--- config.mk ---
export PLATFORM = sky130hd
export DESIGN_NAME = api_interlock
export DESIGN_NICKNAME = d
export VERILOG_FILES = /design/src/rtl/api_pkg.sv /design/src/rtl/api_interlock.sv
export SDC_FILE = /design/constraint.sdc
export NUM_CORES = 2
export LEC_CHECK = 0
export BUFFER_PORTS_ARGS = -buffer_cell sky130_fd_sc_hd__buf_2
export CAP_MARGIN = 15
export CORE_UTILIZATION = 30
export CTS_CLUSTER_DIAMETER = 30
export CTS_CLUSTER_SIZE = 30
export DETAILED_ROUTE_END_ITERATION = 10
export PLACE_DENSITY = 0.59
export SYNTH_ARGS = -nofsm -noshare
export SYNTH_HDL_FRONTEND = slang
export SYNTH_SLANG_ARGS = --single-unit
--- constraint.sdc ---
create_clock -name sys_clk -period 8.27 [get_ports sys_clk]
set_input_delay 0.4135 -clock sys_clk [delete_from_list [all_inputs] [get_ports sys_clk]]
set_output_delay 0.4135 -clock sys_clk [all_outputs]
set_load 0.02 [all_outputs]
--- src/rtl/api_pkg.sv ---
package api_pkg;
  localparam int NUM_AXES = 8;
  localparam int NUM_GEN_IN = 16;
  localparam int POS_W = 32;
  localparam int DATA_W = 32;
  localparam int ADDR_W = 8;
  localparam int SYNC_W = 1 + NUM_GEN_IN + 3 * NUM_AXES;
  // register byte offsets
  localparam logic [ADDR_W-1:0] CTRL_OFF = 8'h00;
  localparam logic [ADDR_W-1:0] SHUTDOWN_CFG_OFF = 8'h04;
  localparam logic [ADDR_W-1:0] CMD_OFF = 8'h08;
  localparam logic [ADDR_W-1:0] STATUS_OFF = 8'h0C;
  localparam logic [ADDR_W-1:0] THRESH_BASE_OFF = 8'h20;
  // control fields
  localparam int CTRL_W = 4;
  localparam int CTRL_HALT_DIS = 0;
  localparam int CTRL_AXIS_ABORT = 1;
  localparam int CTRL_LIMIT_HIGH = 2;
  localparam int CTRL_DRIVE_INV = 3;
  localparam logic [CTRL_W-1:0] CTRL_RST = 4'h0;
  // command fields
  localparam int CMD_MOTOR_OFF = 0;
  localparam int CMD_SERVO_HERE = 8;
  localparam int CMD_RESET = 16;
  localparam int CMD_ABORT = 17;
  // status fields
  localparam int STAT_ENABLED = 0;
  localparam int STAT_POS_FAULT = 8;
  localparam int STAT_WATCHDOG = 16;
  localparam int STAT_HALTED = 17;
  // shutdown-on-fault codes, two bits per axis
  localparam int OE_W = 2;
  localparam logic [OE_W-1:0] OE_OFF = 2'h0;
  localparam logic [OE_W-1:0] OE_ERR_ABORT = 2'h1;
  localparam logic [OE_W-1:0] OE_LIMIT = 2'h2;
  localparam logic [OE_W-1:0] OE_ALL = 2'h3;
  localparam logic [NUM_AXES*OE_W-1:0] OE_RST = 16'h0000;
  localparam logic [POS_W-1:0] THRESH_RST = 32'h0000_4000;
  // general inputs 5..8,13..16 (one based) abort axes A..H
  localparam int ABORT_IN_IDX [NUM_AXES] = '{4, 5, 6, 7, 12, 13, 14, 15};
endpackage

--- src/rtl/api_interlock.sv ---
`timescale 1ns/1ps
// What this block does
// - motor off, position fault or abort with shutdown enabled kill drive
// - each axis has its own drive enable
// - watchdog or reset disables every drive
// - drive enable active high, polarity selectable
// - fault output low and lamp lit on error
// - general abort stops motion instantly, no ramp
// - general abort disables axes with shutdown enabled
// - other axes stop and hold, drive enabled
// - abort halts program unless config disables halt
// - inputs 5-8,13-16 abort axes A-H when enabled
// - per-axis abort acts like general on one axis, but does not halt program
// - forward limit blocks forward motion, decelerates
// - reverse limit blocks reverse motion, decelerates
// - limit while moving toward it signals handler
// - limit input polarity is configurable
// - shutdown setting may let limits disable drive
// - lockout input shuts amplifier down directly
// - shutdown codes: 0 off, 2 limits, 3 all
// - fault when position difference exceeds threshold 16384
// - motor off, position fault or shutdown keeps axis off until reset or servo-here
module api_interlock
  import api_pkg::*;
(
  input wire logic sys_clk,
  input wire logic nrst,
  input wire logic wb_cyc_i,
  input wire logic wb_stb_i,
  input wire logic wb_we_i,
  input wire logic [ADDR_W-1:0] wb_adr_i,
  input wire logic [3:0] wb_sel_i,
  input wire logic [DATA_W-1:0] wb_dat_i,
  output logic [DATA_W-1:0] wb_dat_o,
  output logic wb_ack_o,
  input wire logic abort_n,
  input wire logic [NUM_GEN_IN-1:0] gen_in_n,
  input wire logic [NUM_AXES-1:0] hardware_lockout_in_n,
  input wire logic [NUM_AXES-1:0] fwd_limit_in,
  input wire logic [NUM_AXES-1:0] rev_limit_in,
  input wire logic [NUM_AXES-1:0] moving_fwd,
  input wire logic [NUM_AXES-1:0] moving_rev,
  input wire logic [NUM_AXES*POS_W-1:0] pos_cmd,
  input wire logic [NUM_AXES*POS_W-1:0] pos_act,
  input wire logic watchdog_fire,
  input wire logic handler_present,
  output logic [NUM_AXES-1:0] amp_drive_enable,
  output logic [NUM_AXES-1:0] stop_hold,
  output logic [NUM_AXES-1:0] decel_stop,
  output logic [NUM_AXES-1:0] inhibit_fwd,
  output logic [NUM_AXES-1:0] inhibit_rev,
  output logic halt_program,
  output logic travel_stop_handler,
  output logic fault_n,
  output logic error_lamp
);

  // byte-lane merge for wishbone writes
  function automatic logic [DATA_W-1:0] lane_merge(input logic [DATA_W-1:0] old_v,
                                                   input logic [DATA_W-1:0] new_v,
                                                   input logic [3:0] sel);
    logic [DATA_W-1:0] r;
    r = old_v;
    for (int b = 0; b < 4; b++) begin
      if (sel[b]) r[8*b +: 8] = new_v[8*b +: 8];
    end
    return r;
  endfunction

  // magnitude of commanded minus actual position
  function automatic logic [POS_W:0] abs_diff(input logic [POS_W-1:0] a,
                                              input logic [POS_W-1:0] b);
    logic signed [POS_W:0] d;
    d = $signed({a[POS_W-1], a}) - $signed({b[POS_W-1], b});
    return d[POS_W] ? -d : d;
  endfunction

  logic [SYNC_W-1:0] s1_q, s1_d, s2_q, s2_d;
  logic [CTRL_W-1:0] ctrl_q, ctrl_d;
  logic [NUM_AXES*OE_W-1:0] oe_q, oe_d;
  logic [POS_W-1:0] thr_q [NUM_AXES];
  logic [POS_W-1:0] thr_d [NUM_AXES];
  logic ack_q, ack_d;
  logic [DATA_W-1:0] dat_q, dat_d;
  logic wr;
  logic [NUM_AXES-1:0] mo_cmd, sh_cmd;
  logic rst_cmd, abort_cmd;
  logic [DATA_W-1:0] ctrl_m, oe_m, cmd_m;

  logic [NUM_AXES-1:0] off_q, off_d, amp_q, amp_d, stop_q, stop_d, decel_q, decel_d;
  logic [NUM_AXES-1:0] inf_q, inf_d, inr_q, inr_d, lf_prev_q, lr_prev_q;
  logic [NUM_AXES-1:0] lf_vec, lr_vec, pf_vec, lock_vec, pf_q;
  logic wd_q, wd_d, halt_q, halt_d, hnd_q, hnd_d, err_q, err_d;
  logic s_abort;
  logic [NUM_GEN_IN-1:0] s_gen;
  logic [NUM_AXES-1:0] s_lock, s_fwd, s_rev;

  // two-stage synchronisers; only stage two is looked at
  always_comb begin
    s1_d = {abort_n, gen_in_n, hardware_lockout_in_n, fwd_limit_in, rev_limit_in};
    s2_d = s1_q;
  end

  always_ff @(posedge sys_clk) begin
    if (!nrst) begin
      s1_q <= '1;
      s2_q <= '1;
    end else begin
      s1_q <= s1_d;
      s2_q <= s2_d;
    end
  end

  assign {s_abort, s_gen, s_lock, s_fwd, s_rev} = s2_q;

  // wishbone slave: ack one cycle after the strobe, writes land on the ack edge
  assign wr = wb_cyc_i & wb_stb_i & wb_we_i & ack_q;

  always_comb begin
    ctrl_d = ctrl_q;
    oe_d = oe_q;
    thr_d = thr_q;
    dat_d = dat_q;
    mo_cmd = '0;
    sh_cmd = '0;
    rst_cmd = 1'b0;
    abort_cmd = 1'b0;
    ack_d = wb_cyc_i & wb_stb_i & ~ack_q;
    // merged write words; a function result cannot be sliced in place
    ctrl_m = lane_merge(DATA_W'(ctrl_q), wb_dat_i, wb_sel_i);
    oe_m = lane_merge(DATA_W'(oe_q), wb_dat_i, wb_sel_i);
    cmd_m = lane_merge('0, wb_dat_i, wb_sel_i);
    if (ack_d) begin
      dat_d = '0;  // unmapped reads answer zero
      unique case (wb_adr_i)
        CTRL_OFF: dat_d[CTRL_W-1:0] = ctrl_q;
        SHUTDOWN_CFG_OFF: dat_d[NUM_AXES*OE_W-1:0] = oe_q;
        STATUS_OFF: begin
          dat_d[STAT_ENABLED +: NUM_AXES] = ~off_q & lock_vec & {NUM_AXES{~wd_q}};
          dat_d[STAT_POS_FAULT +: NUM_AXES] = pf_q;
          dat_d[STAT_WATCHDOG] = wd_q;
          dat_d[STAT_HALTED] = halt_q;
        end
        default: begin
          for (int i = 0; i < NUM_AXES; i++) begin
            if (wb_adr_i == THRESH_BASE_OFF + ADDR_W'(4 * i)) dat_d = thr_q[i];
          end
        end
      endcase
    end
    if (wr) begin
      unique case (wb_adr_i)
        CTRL_OFF: ctrl_d = ctrl_m[CTRL_W-1:0];
        SHUTDOWN_CFG_OFF: begin
          oe_d = oe_m[NUM_AXES*OE_W-1:0];
        end
        CMD_OFF: begin
          // commands are pulses; nothing is stored
          mo_cmd = cmd_m[CMD_MOTOR_OFF +: NUM_AXES];
          sh_cmd = cmd_m[CMD_SERVO_HERE +: NUM_AXES];
          rst_cmd = cmd_m[CMD_RESET];
          abort_cmd = cmd_m[CMD_ABORT];
        end
        default: begin
          for (int i = 0; i < NUM_AXES; i++) begin
            if (wb_adr_i == THRESH_BASE_OFF + ADDR_W'(4 * i)) begin
              thr_d[i] = lane_merge(thr_q[i], wb_dat_i, wb_sel_i);
            end
          end
        end
      endcase
    end
  end

  always_ff @(posedge sys_clk) begin
    if (!nrst) begin
      ctrl_q <= CTRL_RST;
      oe_q <= OE_RST;
      for (int i = 0; i < NUM_AXES; i++) thr_q[i] <= THRESH_RST;
      ack_q <= 1'b0;
      dat_q <= '0;
    end else begin
      ctrl_q <= ctrl_d;
      oe_q <= oe_d;
      thr_q <= thr_d;
      ack_q <= ack_d;
      dat_q <= dat_d;
    end
  end

  assign wb_ack_o = ack_q;
  assign wb_dat_o = dat_q;

  // per-axis interlock; every axis has its own chain, no cross coupling
  always_comb begin
    logic ab_gen, ab, shut_ab, shut_lim;
    logic [OE_W-1:0] oe;
    logic [NUM_AXES-1:0] ev;
    ab_gen = ~s_abort | abort_cmd;
    ab = 1'b0;
    shut_ab = 1'b0;
    shut_lim = 1'b0;
    oe = OE_OFF;
    ev = '0;
    wd_d = watchdog_fire | (wd_q & ~rst_cmd);
    for (int i = 0; i < NUM_AXES; i++) begin
      ab = ab_gen | (ctrl_q[CTRL_AXIS_ABORT] & ~s_gen[ABORT_IN_IDX[i]]);
      lf_vec[i] = ctrl_q[CTRL_LIMIT_HIGH] ? s_fwd[i] : ~s_fwd[i];
      lr_vec[i] = ctrl_q[CTRL_LIMIT_HIGH] ? s_rev[i] : ~s_rev[i];
      lock_vec[i] = s_lock[i];
      pf_vec[i] = abs_diff(pos_cmd[i*POS_W +: POS_W], pos_act[i*POS_W +: POS_W])
                  > {1'b0, thr_q[i]};
      oe = oe_q[i*OE_W +: OE_W];
      shut_ab = ab & (oe == OE_ERR_ABORT || oe == OE_ALL);
      shut_lim = (lf_vec[i] | lr_vec[i]) & (oe == OE_LIMIT || oe == OE_ALL);
      // set wins over a same-cycle servo-here or reset
      off_d[i] = mo_cmd[i] | pf_vec[i] | shut_ab | shut_lim
                 | (off_q[i] & ~(sh_cmd[i] | rst_cmd));
      amp_d[i] = (~off_d[i] & ~wd_d & lock_vec[i]) ^ ctrl_q[CTRL_DRIVE_INV];
      // any disable cause, lockout and watchdog too, beats stop and hold
      stop_d[i] = ab & ~off_d[i] & ~wd_d & lock_vec[i];
      decel_d[i] = (lf_vec[i] & moving_fwd[i]) | (lr_vec[i] & moving_rev[i]);
      inf_d[i] = lf_vec[i];
      inr_d[i] = lr_vec[i];
      ev[i] = (lf_vec[i] & moving_fwd[i] & ~lf_prev_q[i])
              | (lr_vec[i] & moving_rev[i] & ~lr_prev_q[i]);
    end
    hnd_d = handler_present & (|ev);
    halt_d = (ab_gen & ~ctrl_q[CTRL_HALT_DIS]) | (halt_q & ~rst_cmd);
    err_d = (|pf_vec) | wd_d;
  end

  // reset leaves every drive at its disabled level
  always_ff @(posedge sys_clk) begin
    if (!nrst) begin
      off_q <= '0;
      amp_q <= '0;
      stop_q <= '0;
      decel_q <= '0;
      inf_q <= '0;
      inr_q <= '0;
      lf_prev_q <= '0;
      lr_prev_q <= '0;
      pf_q <= '0;
      wd_q <= 1'b0;
      halt_q <= 1'b0;
      hnd_q <= 1'b0;
      err_q <= 1'b0;
    end else begin
      off_q <= off_d;
      amp_q <= amp_d;
      stop_q <= stop_d;
      decel_q <= decel_d;
      inf_q <= inf_d;
      inr_q <= inr_d;
      lf_prev_q <= lf_vec;
      lr_prev_q <= lr_vec;
      pf_q <= pf_vec;
      wd_q <= wd_d;
      halt_q <= halt_d;
      hnd_q <= hnd_d;
      err_q <= err_d;
    end
  end

  assign amp_drive_enable = amp_q;
  assign stop_hold = stop_q;
  assign decel_stop = decel_q;
  assign inhibit_fwd = inf_q;
  assign inhibit_rev = inr_q;
  assign halt_program = halt_q;
  assign travel_stop_handler = hnd_q;
  assign fault_n = ~err_q;
  assign error_lamp = err_q;
endmodule

; ---- Word level (Yosys, flattened, before mapping)
; Index checks and enable logic that the tools add are counted.
[op_classes]
n_addsub = 16
mux = 47
n_eq_ne = 35
n_reduce_logical = 57
bitwise = 263
shifts = 0
n_lt_le_gt_ge = 8
n_mul = 0
n_div = 0
[op_table]
columns = cell, count
row1 = $gt 33x32->1, 8
row2 = $mux 33, 8
row3 = $neg 33->33, 8
row4 = $sub 32x32->33, 8
row5 = $mux 32, 8
row6 = $reduce_and 4->1, 32
row7 = $and 1x1->1, 112
row8 = $or 1x1->1, 76
row9 = $eq 8x6->1 const B, 8
row10 = $not 1->1, 64
row11 = $mux 8, 6
row12 = $pmux 12 s3, 1
row13 = $eq 2x2->1 const B, 16
row14 = $mux 1, 20
row15 = $and 8x8->8, 2
row16 = $eq 2x1->1 const B, 8
row17 = $eq 8x4->1 const B, 2
row18 = $logic_or 1x1->1, 16
row19 = $reduce_or 8->1, 2
row20 = $mux 14, 1
row21 = $pmux 4 s3, 1
row22 = $reduce_and 3->1, 3
row23 = $eq 8x3->1 const B, 1
row24 = $logic_not 8->1, 1
row25 = 6 further kinds, 14
[word_totals]
rom_bits = 0
latchBits = 0
output_inout_bits = 77
n_memories = 0
register_bits = 451
word_cells = 476
ram_bits = 0

; ---- Longest topological paths before layout
[logic_depth]
ltp_word = 14
mapped_depth = 27
mapped_depth_nobuf = 26

; ---- Worst setup path before layout
; No wires, ideal clock.
[synth_path]
path_kind = in2reg
startpoint = input pos_cmd[64]
endpoint = register err_q, in the netlist error_lamp
setup_time_ns = 0.125
arrival_time_ns = 6.049
setup_slack_ns = 2.096
stages = 24
n_path_buf = 1
cell_sequence = inv_1 > ha_1 > fa_1 > nor2b_1 > o2111ai_2 > a21oi_2 > o21ai_0 > a221o_1 > or4b_4 > or4_1 > clkbuf_1 > or4_4 > o21ai_1 > xor2_1 > ha_1 > a21o_1 > a21o_1 > a21o_1 > a2111oi_0 > nor2b_1 > a31oi_1 > a41oi_1 > nand3b_1 > o41a_1
[synth_between]
elab_chain_cells = 6
[synth_rtl]
columns = element, line
row1 = start: declaration, api_interlock.sv:43  ; input wire logic [NUM_AXES*POS_W-1:0] pos_cmd,
row2 = $sub 32x32->33 *, api_interlock.sv:74  ; d = $signed({a[POS_W-1], a}) - $signed({b[POS_W-1], b});
row3 = $neg 33->33, api_interlock.sv:75  ; return d[POS_W] ? -d : d;
row4 = $mux 33 *, api_interlock.sv:75
row5 = $gt 33x32->1 *, api_interlock.sv:212  ; > {1'b0, thr_q[i]};
row6 = $reduce_or 8->1 *, api_interlock.sv:230  ; err_d = (|pf_vec) | wd_d;
row7 = $or 1x1->1 *, api_interlock.sv:230
row8 = end signal: assignment, api_interlock.sv:262  ; err_q <= err_d;
row9 = end: declaration, api_interlock.sv:93  ; logic wd_q, wd_d, halt_q, halt_d, hnd_q, hnd_d, err_q, err_d;
; Mark *: on every way between the ends. The rest lies on a longest branch, timed or not.
; A chain may end at the register's enable or synchronous reset.

; ---- Worst setup path after layout
; Ends and elaborated chain as after synthesis.

==> impl_metrics.py <==
metrics = {
    "global_routing": {
        "antenna_found_initial": 47,
        "grt_max_degree": 121,
        "grtUsageTotal_pct": 23.4,
        "grt-ovfl-total": 0,
        "grt_pass1_vias": 45200,
        "grt_pass1_wl_um": 278000,
    },
    "yosys": {
        "syn_inst": 6192,
        "synth-edff-count": 0,
        "muxShareOfSynthArea_pct": 6.50,
        "synth-compound-area-share_pct": 24.1,
        "synth_top_family_by_area": "compound AO/OA/AOI/OAI gates",
        "yosys.area.top_type": "dfxtp_1",
        "yosysUniqueCellTypes": 91,
        "synth_seq_area_share_pct": 19.0,
        "synth.cell_area_mm2": 0.0458,
        "yosys_warnings": 0,
        "synth-adder-area-share_pct": 14.6,
        "synth-simple-area-share_pct": 21.2,
        "synth_top_area_share_pct": 19.0,
        "synth-seq-cells": 435,
        "avgSynthCellArea_um2": 7.40,
        "synth_area_leaders": "dfxtp_1, ha_1, mux2i_1",
        "async_reset_ff_share_pct": 0,
        "synth_xor_area_share_pct": 7.71,
        "synth_nets": 7340,
        "synthFlopType": "dfxtp_1",
    },
    "sta": {
        "setup_tns_ns": 0,
        "whs_ns": 0.0199,
        "fin_ws_ns": 1.57,
        "tightestPinTransition_ns": 1.25,
        "setup_viol": 0,
        "clock.fmax_mhz": 149,
        "finalCritPeriodShare_pct": 81.0,
        "period_minus_slack_ns": 6.70,
        "rsz0062_at_grt": "no",
        "slew_headroom_pct": 16.9,
        "finalHoldViolations": 0,
        "finClkSkew_ns": 0.0313,
        "slew_violations": 0,
    },
    "setup_path": {
        "critPathRequiredTime_ns": 8.75,
        "timing.rr.start": "thr_q[34]$_SDFFE_PN0P_",
        "worst-path-max-fanout": 6,
        "cp.arrival_ns": 7.17,
        "worstSetupStartpoint": "pos_cmd[64]",
        "critPathKind": "primary input to register",
        "end_kind": "register",
        "start_kind": "primary input",
    },
    "pwr": {
        "power_mw": 9.81,
        "powerDensity_mw_per_mm2": 180,
        "vdd_drop_max_v": 0.000139,
        "leakagePower_nw": 22.9,
    },
    "floorplan": {
        "rows": 143,
        "core_mm2": 0.152,
        "die_y_um": 393,
        "dieArea_mm2": 0.154,
        "floorplan.initialDensity_pct": 30.2,
        "io_pins": 697,
        "dieWidth_um": 393,
    },
    "layout": {
        "final_util_pct": 36.0,
        "final_net_count": 7949,
        "drive_gt1_share_pct": 14.0,
        "syn2layout_area_growth_pct": 19.2,
        "nFillCells": 16100,
    },
    "drt": {
        "vias": 48300,
        "antenna_left": 0,
        "avgViaCountPerCell": 5.42,
        "dr.first_iter.drc_count": 4130,
        "drt-wirelength-per-cell_um": 21.2,
        "route.detailed.drc": 0,
        "routed_wl_um": 189000,
        "dr.pass1.iters": 6,
    },
    "clock_tree": {
        "cts_setup_buffers": 0,
        "clk_pin_slew_worst_paths_ns": 0.05,
        "cts_tree": "yes",
        "cts-htree-levels": 3,
        "clk_path_buf_depth": 3,
        "clk-insertion-delay-late_ns": 0.62,
        "numCtsBuffers": 79,
        "root_buffer": "clkbuf_16",
        "clock-sinks": 435,
    },
    "hold_path": {
        "hold_start": "hardware_lockout_in_n[5]",
        "hp-class": "primary input to register",
    },
    "placement": {
        "place_hpwl_um": 155000,
        "gp_congestion": 0.941,
        "numPortBuffers": 688,
        "post-place-ws_ns": 1.05,
    },
    "status": {
        "outcome": "complete, no violations",
    },
    "job": {
        "cap_violations": 0,
    },
}
[layout make-up]
type,count,area (µm²),share of cell area [%]
well taps,2030,2540,4.65
flip-flops and latches,435,8710,16.0
clock inverters,52,827,1.52
multi-input cells,4915,33900,62.2
diodes,16,40.0,0.0734
clock buffers,95,2150,3.94
inverters,603,2270,4.16
repair buffers,767,4090,7.50
[cell usage after synthesis, drive strengths merged, types with 104 or more instances]
library cell  instances
dfxtp               435
a21o                178
nand2b              104
mux2i               293
nor2                669
xnor2               260
nand3               118
xor2                143
ha                  520
inv                 601
clkbuf              218
a21oi               450
nand2               423
nand4               126
nor3                144
o21ai               346
[sequential cells by signal (all words and copies together), names as in the netlist, 4 cells and up]
register	cells
amp_drive_enable	8
ctrl_q	4
decel_stop	8
lf_prev_q	8
lr_prev_q	8
oe_q	16
off_q	8
pf_q	8
s1_q	33
s2_q	33
stop_hold	8
thr_q	256
wb_dat_o	32
[critical path: stages]
cell	delay, ns
buf_2	0.08
inv_1	0.03
ha_1	0.27
fa_1	0.44
nor2b_1	0.27
o2111ai_2	0.17
a21oi_2	0.24
o21ai_0	0.13
a221o_1	0.40
or4b_4	0.55
or4_4	0.45
or4b_1	0.71
o31ai_2	0.26
xnor2_1	0.10
ha_1	0.18
a21o_1	0.17
a21o_1	0.17
a21o_1	0.18
a2111oi_0	0.53
nor2b_1	0.20
a31oi_1	0.11
a41oi_1	0.38
buf_4	0.27
nand3b_1	0.09
o41a_1	0.38
[cell usage in the layout (no fill, tap or decap), types with 81 or more instances in the layout]
cell type	count
buf_2	687
nor2_1	661
inv_1	601
ha_1	520
a21oi_1	448
dfxtp_1	434
nand2_1	423
o21ai_0	325
mux2i_1	293
xnor2_1	260
a21o_1	178
xor2_1	143
nor3_1	143
nand4_1	126
nand3_1	118
nand2b_1	104
a31oi_1	90
a22oi_1	87
clkbuf_16	81
[final timing paths]
check	end	slack, ns	depth (start not counted)
worst max-delay path	error_lamp$_SDFF_PN0_	1.57	25
worst min-delay path	s1_q[21]$_SDFF_PN1_	0.02	2
worst max register to register	error_lamp$_SDFF_PN0_	4.60	13
worst min register to register	s2_q[22]$_SDFF_PN1_	0.40	1
[routing by layer]
layer	track usage, %	up-vias	wire length (µm)
li1	-	23500	-
met1	30.2	22700	80900
met2	38.9	1745	86600
met3	4.72	298	15500
met4	6.72	48	5630
met5	0	-	306
[kinds of logic (layout without fill, tap and decap cells)]
family | after synthesis | count (layout)
AND/OR/NAND/NOR | 2000 | 2000
AO/OA/AOI/OAI | 1687 | 1687
buffers and inverters | 842 | 1517
adder cells (fa/ha/maj) | 528 | 528
flip-flops | 435 | 435
XOR/XNOR | 403 | 403
multiplexers | 297 | 297
other | 0 | 16
[where the power goes]
group / total, mW / switching [mW] / leakage, nW / internal, mW
clock: 3.64 / 1.20 / 1.45 / 2.44
sequential: 2.18 / 0.0314 / 3.53 / 2.15
combinational: 3.99 / 2.36 / 17.9 / 1.62
total: 9.81 / 3.60 / 22.9 / 6.21
[per-stage QoR]
stage / area (µm²) / cells
2_1_floorplan: 45800 / 6192
3_3_place_gp: 51300 / 8728
3_5_place_dp: 51300 / 8728
4_1_cts: 54500 / 8896
5_1_grt: 54600 / 8905
6_report: 54600 / 8913
[what timing repair did]
| action | in CTS | in global routing |
|---|---|---|
| gates resized for setup | 0 | 0 |
| endpoints found under the hold margin | 21 | 0 |
| hold buffers | 21 | 0 |
Note: power is estimated with default switching activity, not from simulation.
